===== config.mk =====
export PLATFORM = sky130hd
export DESIGN_NAME = dfcam_ctrl
export DESIGN_NICKNAME = d
export VERILOG_FILES = /design/src/verilog/dfcam_pkg.sv /design/src/verilog/dfcam_ctrl.sv
export SDC_FILE = /design/constraint.sdc
export NUM_CORES = 1
export LEC_CHECK = 0
export ABC_AREA = 1
export BUFFER_PORTS_ARGS = -buffer_cell sky130_fd_sc_hd__buf_2
export CELL_PAD_IN_SITES_DETAIL_PLACEMENT = 2
export CELL_PAD_IN_SITES_GLOBAL_PLACEMENT = 2
export CORE_MARGIN = 2
export CORE_UTILIZATION = 36
export CTS_CLUSTER_DIAMETER = 60
export DETAILED_ROUTE_END_ITERATION = 7
export PLACE_DENSITY_LB_ADDON = 0.1
export SLEW_MARGIN = 20
export SYNTH_ARGS = -nofsm -noshare
export SYNTH_HDL_FRONTEND = slang
export SYNTH_SLANG_ARGS = --single-unit
export TNS_END_PERCENT = 1

===== constraint.sdc =====
create_clock -name CLK_IN -period 4.2 [get_ports CLK_IN]
set_input_delay 1.26 -clock CLK_IN [delete_from_list [all_inputs] [get_ports CLK_IN]]
set_output_delay 1.26 -clock CLK_IN [all_outputs]
set_load 0.01 [all_outputs]

===== src/verilog/dfcam_pkg.sv =====
/*
 * constants, timing figures and enumerations for the fast column access
 * controller of an asynchronous dram.
 * assumes a single 125 mhz system clock; device timing figures are nanoseconds, the clock period picoseconds.
 */
package dfcam_pkg;

    // ==========================================================
    // clock and counter sizing
    localparam int unsigned CLK_PERIOD_PS = 8000;
    localparam int unsigned CNT_W         = 6;

    // least times round up to whole cycles
    function automatic int unsigned ceil_cyc(input int unsigned ns);
        return (ns * 1000 + CLK_PERIOD_PS - 1) / CLK_PERIOD_PS;
    endfunction

    // ==========================================================
    // device timing figures in nanoseconds
    localparam int unsigned ROW_ACCESS_LATENCY_NS           = 85;
    localparam int unsigned COLUMN_STROBE_ACCESS_LATENCY_NS = 25;
    localparam int unsigned NIBBLE_ACCESS_LATENCY_NS        = 20;
    localparam int unsigned ADDRESS_ACCESS_LATENCY_NS       = 45;
    localparam int unsigned PAGE_CYCLE_MIN_NS               = 50;
    localparam int unsigned NIBBLE_CYCLE_MIN_NS             = 40;
    localparam int unsigned STATIC_CYCLE_MIN_NS             = 50;
    localparam int unsigned RANDOM_CYCLE_MIN_NS             = 165;
    localparam int unsigned ROW_PRECHARGE_MIN_NS            = 80;

    // ==========================================================
    // the same figures as clock counts
    localparam logic [CNT_W-1:0] RAC_CYC  = CNT_W'(ceil_cyc(ROW_ACCESS_LATENCY_NS));
    localparam logic [CNT_W-1:0] CAC_CYC  = CNT_W'(ceil_cyc(COLUMN_STROBE_ACCESS_LATENCY_NS));
    localparam logic [CNT_W-1:0] NCAC_CYC = CNT_W'(ceil_cyc(NIBBLE_ACCESS_LATENCY_NS));
    localparam logic [CNT_W-1:0] AA_CYC   = CNT_W'(ceil_cyc(ADDRESS_ACCESS_LATENCY_NS));
    localparam logic [CNT_W-1:0] PC_CYC   = CNT_W'(ceil_cyc(PAGE_CYCLE_MIN_NS));
    localparam logic [CNT_W-1:0] NC_CYC   = CNT_W'(ceil_cyc(NIBBLE_CYCLE_MIN_NS));
    localparam logic [CNT_W-1:0] SC_CYC   = CNT_W'(ceil_cyc(STATIC_CYCLE_MIN_NS));
    localparam logic [CNT_W-1:0] RC_CYC   = CNT_W'(ceil_cyc(RANDOM_CYCLE_MIN_NS));
    localparam logic [CNT_W-1:0] RP_CYC   = CNT_W'(ceil_cyc(ROW_PRECHARGE_MIN_NS));
    localparam logic [CNT_W-1:0] CNT_ZERO = CNT_W'(0);
    localparam logic [CNT_W-1:0] CNT_ONE  = CNT_W'(1);

    // ==========================================================
    // access modes and controller states
    typedef enum logic [1:0] {
        MODE_RANDOM = 2'h0,
        MODE_PAGE   = 2'h1,
        MODE_NIBBLE = 2'h2,
        MODE_STATIC = 2'h3
    } dfcam_mode_e;

    typedef enum logic [3:0] {
        ST_IDLE = 4'h1,
        ST_ROW  = 4'h2,
        ST_ACC  = 4'h4,
        ST_GAP  = 4'h8
    } dfcam_state_e;

endpackage

===== src/verilog/dfcam_ctrl.sv =====
/*
 * host side controller for fast column access of an asynchronous dram:
 * random, page, nibble and static column bursts, plus the read data fifo.
 * assumes pin inputs synchronous to CLK_IN and one request in flight.
 */
`timescale 1ns/10ps
`default_nettype none
// ==========================================================
// read data fifo
module dfcam_fifo #(
    parameter int unsigned WIDTH = 1,
    parameter int unsigned DEPTH = 16
) (
    input  wire logic             clk_in,
    input  wire logic             rst_n_in,
    // filling side
    input  wire logic             in_valid_in,
    output logic                  in_ready_out,
    input  wire logic [WIDTH-1:0] in_data_in,
    // draining side
    output logic                  out_valid_out,
    input  wire logic             out_ready_in,
    output logic [WIDTH-1:0]      out_data_out
);
    localparam int unsigned PW = $clog2(DEPTH);
    localparam logic [PW:0] FULL_CNT = (PW+1)'(DEPTH);
    localparam logic [PW-1:0] LAST_IDX = PW'(DEPTH - 1);
    logic [WIDTH-1:0] mem [DEPTH];
    logic [PW-1:0]    wr_ptr, rd_ptr;
    logic [PW:0]      count;
    // handshakes and occupancy
    wire push = in_valid_in && in_ready_out;
    wire pop  = out_valid_out && out_ready_in;
    assign in_ready_out  = (count != FULL_CNT);
    assign out_valid_out = (count != '0);
    assign out_data_out  = mem[rd_ptr];
    // pointers wrap explicitly so any depth works, not just powers of two
    always_ff @(posedge clk_in or negedge rst_n_in) begin
        if (!rst_n_in) begin
            wr_ptr <= '0;
            rd_ptr <= '0;
            count  <= '0;
        end else begin
            if (push) begin
                wr_ptr <= (wr_ptr == LAST_IDX) ? '0 : wr_ptr + 1'b1;
            end
            if (pop) begin
                rd_ptr <= (rd_ptr == LAST_IDX) ? '0 : rd_ptr + 1'b1;
            end
            count <= count + (PW+1)'(push) - (PW+1)'(pop);
        end
    end
    // storage has no reset; out_valid_out guards stale words
    always_ff @(posedge clk_in) begin
        if (push) begin
            mem[wr_ptr] <= in_data_in;
        end
    end
endmodule
// ==========================================================
// strobe sequencer
module dfcam_ctrl
    import dfcam_pkg::*;
#(
    parameter int unsigned ROW_W   = 10,
    parameter int unsigned COL_W   = 10,
    parameter int unsigned DATA_W  = 1,
    parameter int unsigned FIFO_D  = 16
) (
    // clock and reset
    input  wire logic              CLK_IN,
    input  wire logic              RST_N_IN,
    // configuration
    input  wire logic [1:0]        MODE_IN,
    // access requests
    input  wire logic              REQ_VALID_IN,
    output logic                   REQ_READY_OUT,
    input  wire logic              REQ_WRITE_IN,
    input  wire logic              REQ_LAST_IN,
    input  wire logic [ROW_W-1:0]  REQ_ROW_IN,
    input  wire logic [COL_W-1:0]  REQ_COL_IN,
    input  wire logic [DATA_W-1:0] REQ_DATA_IN,
    // read data
    output logic                   RD_VALID_OUT,
    input  wire logic              RD_READY_IN,
    output logic [DATA_W-1:0]      RD_DATA_OUT,
    // dram pins
    output logic                   RAS_N_OUT,
    output logic                   CAS_N_OUT,
    output logic                   WE_N_OUT,
    output logic [ROW_W-1:0]       ADDR_OUT,
    output logic [DATA_W-1:0]      DQ_OUT,
    output logic                   DQ_OE_OUT,
    input  wire logic [DATA_W-1:0] DQ_IN
);
    localparam int unsigned AW = (ROW_W > COL_W) ? ROW_W : COL_W;
    // access latency after the first one of a row
    function automatic logic [CNT_W-1:0] lat_of(input dfcam_mode_e m);
        return (m == MODE_NIBBLE) ? NCAC_CYC : (m == MODE_STATIC) ? AA_CYC : CAC_CYC;
    endfunction
    // least spacing of fast accesses: strobe fall to strobe fall, address change to address change in static
    function automatic logic [CNT_W-1:0] cmin_of(input dfcam_mode_e m);
        return (m == MODE_NIBBLE) ? NC_CYC : (m == MODE_STATIC) ? SC_CYC : PC_CYC;
    endfunction
    logic              rst_meta, rst_n;
    dfcam_state_e      state, next_state;
    dfcam_mode_e       cur_mode;
    logic [ROW_W-1:0]  open_row;
    logic [COL_W-1:0]  cur_col;
    logic [DATA_W-1:0] cur_data;
    logic              cur_write, cur_last, first, taken;
    logic [CNT_W-1:0]  acc_cnt, rc_cnt, rp_cnt;
    logic              fifo_in_ready;
    // ==========================================================
    // reset release through two flops
    always_ff @(posedge CLK_IN or negedge RST_N_IN) begin
        if (!RST_N_IN) begin
            rst_meta <= 1'b0;
            rst_n    <= 1'b0;
        end else begin
            rst_meta <= 1'b1;
            rst_n    <= rst_meta;
        end
    end
    // ==========================================================
    // decode
    // nibble needs the one-bit organisation; wider parts fall back to page
    wire dfcam_mode_e req_mode = (DATA_W > 1 && MODE_IN == MODE_NIBBLE) ? MODE_PAGE
                                 : dfcam_mode_e'(MODE_IN);
    // nibble ignores the column, so only the row must match
    wire row_hit    = (cur_mode != MODE_RANDOM) && (REQ_ROW_IN == open_row);
    wire lat_met    = first ? (rc_cnt >= RAC_CYC) : (acc_cnt >= lat_of(cur_mode));
    wire strobe_mode = (cur_mode != MODE_STATIC);
    wire cyc_met    = acc_cnt >= (strobe_mode ? cmin_of(cur_mode) - CNT_ONE
                                              : cmin_of(cur_mode));
    wire acc_end    = (state == ST_ACC) && taken;
    wire can_cont   = acc_end && cyc_met && !cur_last && row_hit;
    wire close_now  = acc_end && (cur_last || cur_mode == MODE_RANDOM
                                  || (REQ_VALID_IN && !row_hit));
    wire idle_ok    = (state == ST_IDLE) && (rp_cnt == CNT_ZERO) && (rc_cnt >= RC_CYC);
    wire push       = (state == ST_ACC) && lat_met && !taken && !cur_write;
    // a read is only taken while its fifo slot is already free
    // held low while the internal reset copy is still asserted, so nothing is offered and then dropped
    assign REQ_READY_OUT = rst_n && (idle_ok || can_cont) && (REQ_WRITE_IN || fifo_in_ready);
    wire accept     = REQ_VALID_IN && REQ_READY_OUT;
    // ==========================================================
    // state sequence
    always_comb begin
        next_state = state;
        case (state)
            ST_IDLE: begin
                if (accept) begin
                    next_state = ST_ROW;
                end
            end
            ST_ROW:  next_state = ST_ACC;
            ST_ACC: begin
                if (accept && strobe_mode) begin
                    next_state = ST_GAP;
                end else if (accept) begin
                    next_state = ST_ACC;
                end else if (close_now) begin
                    next_state = ST_IDLE;
                end
            end
            ST_GAP:  next_state = ST_ACC;
            default: next_state = ST_IDLE;
        endcase
    end
    wire next_row_low = (next_state != ST_IDLE);
    wire next_col_low = (next_state == ST_ACC);
    wire [COL_W-1:0] next_col = accept ? REQ_COL_IN : cur_col;
    wire [AW-1:0] next_addr = (next_state == ST_ROW) ? AW'(REQ_ROW_IN) : AW'(next_col);
    wire next_we = next_col_low && (accept ? REQ_WRITE_IN : cur_write);
    // ==========================================================
    // state and request registers
    always_ff @(posedge CLK_IN or negedge rst_n) begin
        if (!rst_n) begin
            state     <= ST_IDLE;
            cur_mode  <= MODE_RANDOM;
            open_row  <= '0;
            cur_col   <= '0;
            cur_data  <= '0;
            cur_write <= 1'b0;
            cur_last  <= 1'b0;
        end else begin
            state <= next_state;
            if (accept) begin
                cur_col   <= REQ_COL_IN;
                cur_data  <= REQ_DATA_IN;
                cur_write <= REQ_WRITE_IN;
                cur_last  <= REQ_LAST_IN;
            end
            if (accept && state == ST_IDLE) begin
                open_row <= REQ_ROW_IN;
                cur_mode <= req_mode;
            end
        end
    end
    // ==========================================================
    // access progress: the device runs nibble and column order itself
    always_ff @(posedge CLK_IN or negedge rst_n) begin
        if (!rst_n) begin
            first <= 1'b0;
            taken <= 1'b0;
        end else begin
            if (state == ST_ROW) begin
                first <= 1'b1;
            end else if (accept) begin
                first <= 1'b0;
            end
            if (next_state == ST_ACC && state != ST_ACC || accept) begin
                taken <= 1'b0;
            end else if (state == ST_ACC && lat_met) begin
                taken <= 1'b1;
            end
        end
    end
    // ==========================================================
    // timers: access/cycle, row cycle, precharge
    always_ff @(posedge CLK_IN or negedge rst_n) begin
        if (!rst_n) begin
            acc_cnt <= CNT_ZERO;
            rc_cnt  <= RC_CYC;
            rp_cnt  <= CNT_ZERO;
        end else begin
            acc_cnt <= (next_col_low && (state != ST_ACC || accept)) ? CNT_ZERO : acc_cnt + CNT_ONE;
            if (next_state == ST_ROW) begin
                rc_cnt <= CNT_ZERO;
            end else if (rc_cnt < RC_CYC) begin
                rc_cnt <= rc_cnt + CNT_ONE;
            end
            if (close_now && !accept) begin
                rp_cnt <= RP_CYC;
            end else if (rp_cnt != CNT_ZERO) begin
                rp_cnt <= rp_cnt - CNT_ONE;
            end
        end
    end
    // ==========================================================
    // pins come from flops so the dram sees clean edges
    always_ff @(posedge CLK_IN or negedge rst_n) begin
        if (!rst_n) begin
            RAS_N_OUT <= 1'b1;
            CAS_N_OUT <= 1'b1;
            WE_N_OUT  <= 1'b1;
            DQ_OE_OUT <= 1'b0;
            ADDR_OUT  <= '0;
            DQ_OUT    <= '0;
        end else begin
            RAS_N_OUT <= !next_row_low;
            CAS_N_OUT <= !next_col_low;
            WE_N_OUT  <= !next_we;
            DQ_OE_OUT <= next_we;
            ADDR_OUT  <= ROW_W'(next_addr);
            DQ_OUT    <= accept ? REQ_DATA_IN : cur_data;
        end
    end
    // ==========================================================
    // read data queue; a stalled reader stops new reads
    dfcam_fifo #(
        .WIDTH (DATA_W),
        .DEPTH (FIFO_D)
    ) u_fifo (
        .clk_in        (CLK_IN),
        .rst_n_in      (rst_n),
        .in_valid_in   (push),
        .in_ready_out  (fifo_in_ready),
        .in_data_in    (DQ_IN),
        .out_valid_out (RD_VALID_OUT),
        .out_ready_in  (RD_READY_IN),
        .out_data_out  (RD_DATA_OUT)
    );
endmodule

`default_nettype wire


==> results.toml <==
[status]
status = "finished clean"

[cts]
cts_buffers = 9
holdBufCountCts = 0
insertion_delay_ns = 0.36
clkTransAtPathRegs_ns = 0.06
cts_sinks = 94
cts_tree = "built"
cts_buffer_depth = 2
postCtsSetupBuffers = 0
h-tree-depth = 3
cts-root-buf = "clkbuf_16"
ctsResizeCount = 0

[cells_and_area]
regArea_sq_um = 2445
area_growth_pct = 16.29
postLayoutCellArea_sq_um = 5350
n_fill_cell = 1411
drive_gt1_share_pct = 16.55
layout.nets = 629
final_common_cell = "nand2_1"
layout_common_cells = "149 x nand2_1, 70 x dfrtp_1, 70 x inv_1"
antenna_cells = 0
multi_input_area_sq_um = 1817

[hold_path]
holdPathStages = 0
hp-class = "register to register"

[critical_path]
crit_slowest_cell = "a21oi_1"
cp_common_cell = "nand2_1"
worstRegToRegCells = 12
crit_chain = "buf_2 -> inv_1 -> nand2_1 -> nand2_1 -> nor2_1 -> nand2_1 -> nor2_1 -> nand3_1 -> a21oi_1 -> buf_2"
worstPathRequired_ns = 2.94
cp.depth = 10
worst_setup_path_start_kind = "input pin"
cp_num_buf_inv = 3
crit_arrival_ns = 2.32
cp_max_fo = 4
crit_family = "simple AND/OR/NAND/NOR gates"
setup.worst_path.class = "input pin to primary output"
critPathMaxStageDelay_ns = 0.20
end_kind = "primary output"

[die]
die_w_um = 117.0
initial_core_util_pct = 36.61
die_area_sq_um = 13700
fp.coreArea_sq_um = 12570
io_pins = 48
die_h_um = 117.0
fp-row-count = 41

[route]
dr.first_iter.drc_count = 120
finalWirelength_um = 11870
ant_nets = 0
drtPass1Iterations = 4
vias_per_cell = 4.836
drc_errors = 0
dr_total_vias = 3666
wl_per_cell_um = 15.66

[global_route]
grt.overflow.total = 0
grt_pass1_wl_um = 20290
grt_max_degree = 41
grtUsageTotal_pct = 19.53
grt_pass1_vias = 4202
antenna_found_initial = 0

[timing]
setup_tns_ns = 0
setup_viol = 0
worstMarginPinSlew_ns = 0.5215
slew_headroom_pct = 65.23
fmax_mhz = 279.3
rsz0062_at_grt = "no"
fin_ws_ns = 0.6201
fin_crit_sh_pct = 85.24
drv_slew = 0
post-route-min-period_ns = 3.580
hold_viol_final = 0
clock_skew_ns = 0.004854

[yosys]
synth-seq-cells = 94
synth_warnings = 0
syn_area_per_cell_sq_um = 8.730
ys_types = 45
synth_edf_count = 16
yosysSeqAreaShare_pct = 53.06
async_flop_share_pct = 82.98
syn-num-nets = 575
netlist_area_sq_um = 4601
synth-main-ff-cell = "dfrtp_1"
synth_cells = 527

[power_and_ir_drop]
p_comb_share_pct = 15.7
p_sw_share_pct = 27.57
p_leak_nw = 2.766
finalPower_mw = 2.315
power_density_nw_per_um2 = 432.6
internal_power_mw = 1.676
power.share.clock_pct = 39.6
power_frac_seq_pct = 44.6
worst_ir_drop_vdd_mv = 0.1580
switchingPower_mw = 0.6382

[placed_design]
gp_congestion = 0.7530
dpl_cell_area_sq_um = 5016
dp_hpwl_um = 8886
io_buffers = 47
dp_slack_ns = 0.5929

[job]
drv_cap = 0
## worst reg2reg max path, stage by stage (launching register included)
cell	delay, ns
dfrtp_1	0.41
inv_2	0.08
ha_1	0.29
o21ai_0	0.08
a22o_1	0.20
nand3_1	0.09
nand2_1	0.10
nor2_2	0.37
ha_1	0.25
inv_1	0.06
fa_1	0.42
o21ai_0	0.26
xor2_1	0.16
## layer usage
layer  wire [um]  vias to the layer above  global-route usage [%]  part of all wire, %
met5           0                        -                       0                    0
met1        5281                     1833                   23.43                   44
met2        6128                       37                   34.95                   52
met3         273                       12                   3.862                  2.3
li1            -                     1784                       -                    -
met4         187                        0                   6.824                  1.6
## through the flow
step	std cells	hold WS [ns]	utilization [%]
4_1_cts	758	0.3558	42.57
5_1_grt	758	0.3590	42.57
3_3_place_gp	742	0.3364	39.91
6_report	758	0.3527	42.57
3_5_place_dp	742	0.3405	39.91
2_1_floorplan	527	0.3312	-
## cell usage after synthesis (2+ instances only)
cell type | count | share of area, %
xor2_1 | 9 | 1.7
nand2_1 | 149 | 12
edfxtp_1 | 16 | 10
inv_1 | 70 | 5.7
ha_1 | 17 | 4.6
buf_6 | 4 | 0.98
nand4_1 | 9 | 1.2
nor2_2 | 3 | 0.41
nand3_1 | 23 | 2.5
nor2_1 | 50 | 4.1
o211ai_1 | 2 | 0.33
a21oi_1 | 15 | 1.6
o21ai_1 | 3 | 0.33
o22ai_1 | 3 | 0.41
dfstp_2 | 7 | 4.0
dfrtp_1 | 71 | 39
o21ai_0 | 28 | 3.0
inv_2 | 3 | 0.24
xnor2_1 | 6 | 1.1
nand2_2 | 9 | 1.2
nor3_1 | 6 | 0.65
## registers in the layout, indices dropped and copies added, names as in the netlist, 2 cells and up
signal and flops:
state 4, u_fifo.mem 16, u_fifo.wr_ptr 4, u_fifo.count 5
rc_cnt 6, cur_mode 2, acc_cnt 6, rp_cnt 6
ADDR_OUT 10, u_fifo.rd_ptr 4, cur_col 10, open_row 10
## cells by family (layout without fill, tap and decap cells)
kind of cell | after synthesis | after routing | synth area share, %
flops | 94 | 94 | 53.06
compound gates | 61 | 61 | 7.506
simple gates | 256 | 256 | 23.99
other cells | 1 | 1 | 0.08151
buf+inv | 82 | 141 | 7.451
xor+xnor | 15 | 15 | 2.856
fa+ha+maj | 18 | 18 | 5.058
## path summary, 6_finish.rpt
check,slack [ns],to,from
min reg2reg,0.35,rst_n$_DFF_PN0_,rst_meta$_DFF_PN0_
max reg2reg,1.36,u_fifo.count[4]$_DFF_PN0_,cur_mode[1]$_DFFE_PN0P_
min,0.35,rst_n$_DFF_PN0_,rst_meta$_DFF_PN0_
min in group asynchronous,0.44,ADDR_OUT[3]$_DFF_PN0_,rst_n$_DFF_PN0_
max,0.62,REQ_READY_OUT,REQ_ROW_IN[8]
max in group asynchronous,2.83,rc_cnt[2]$_DFFE_PN1P_,rst_n$_DFF_PN0_
## power by group through the flow
stage                     logic, mW  registers (mW)  clock network [mW]
final                         0.364            1.03               0.917
after global routing          0.422            1.04               0.985
after CTS                     0.374            1.04               0.944
after detailed placement      0.372            1.05                   0
after global placement        0.347            1.05                   0
after floorplan               0.264            1.03                   0
## final cells by class
class / count / share of cell area, %
multi-input cells: 351 / 33.96
clock inverters: 5 / 1.520
well taps: 172 / 4.022
inverters: 76 / 5.402
repair buffers: 49 / 4.677
clock buffers: 11 / 4.724
flip-flops and latches: 94 / 45.70
Note: power is estimated with default switching activity, not from simulation.
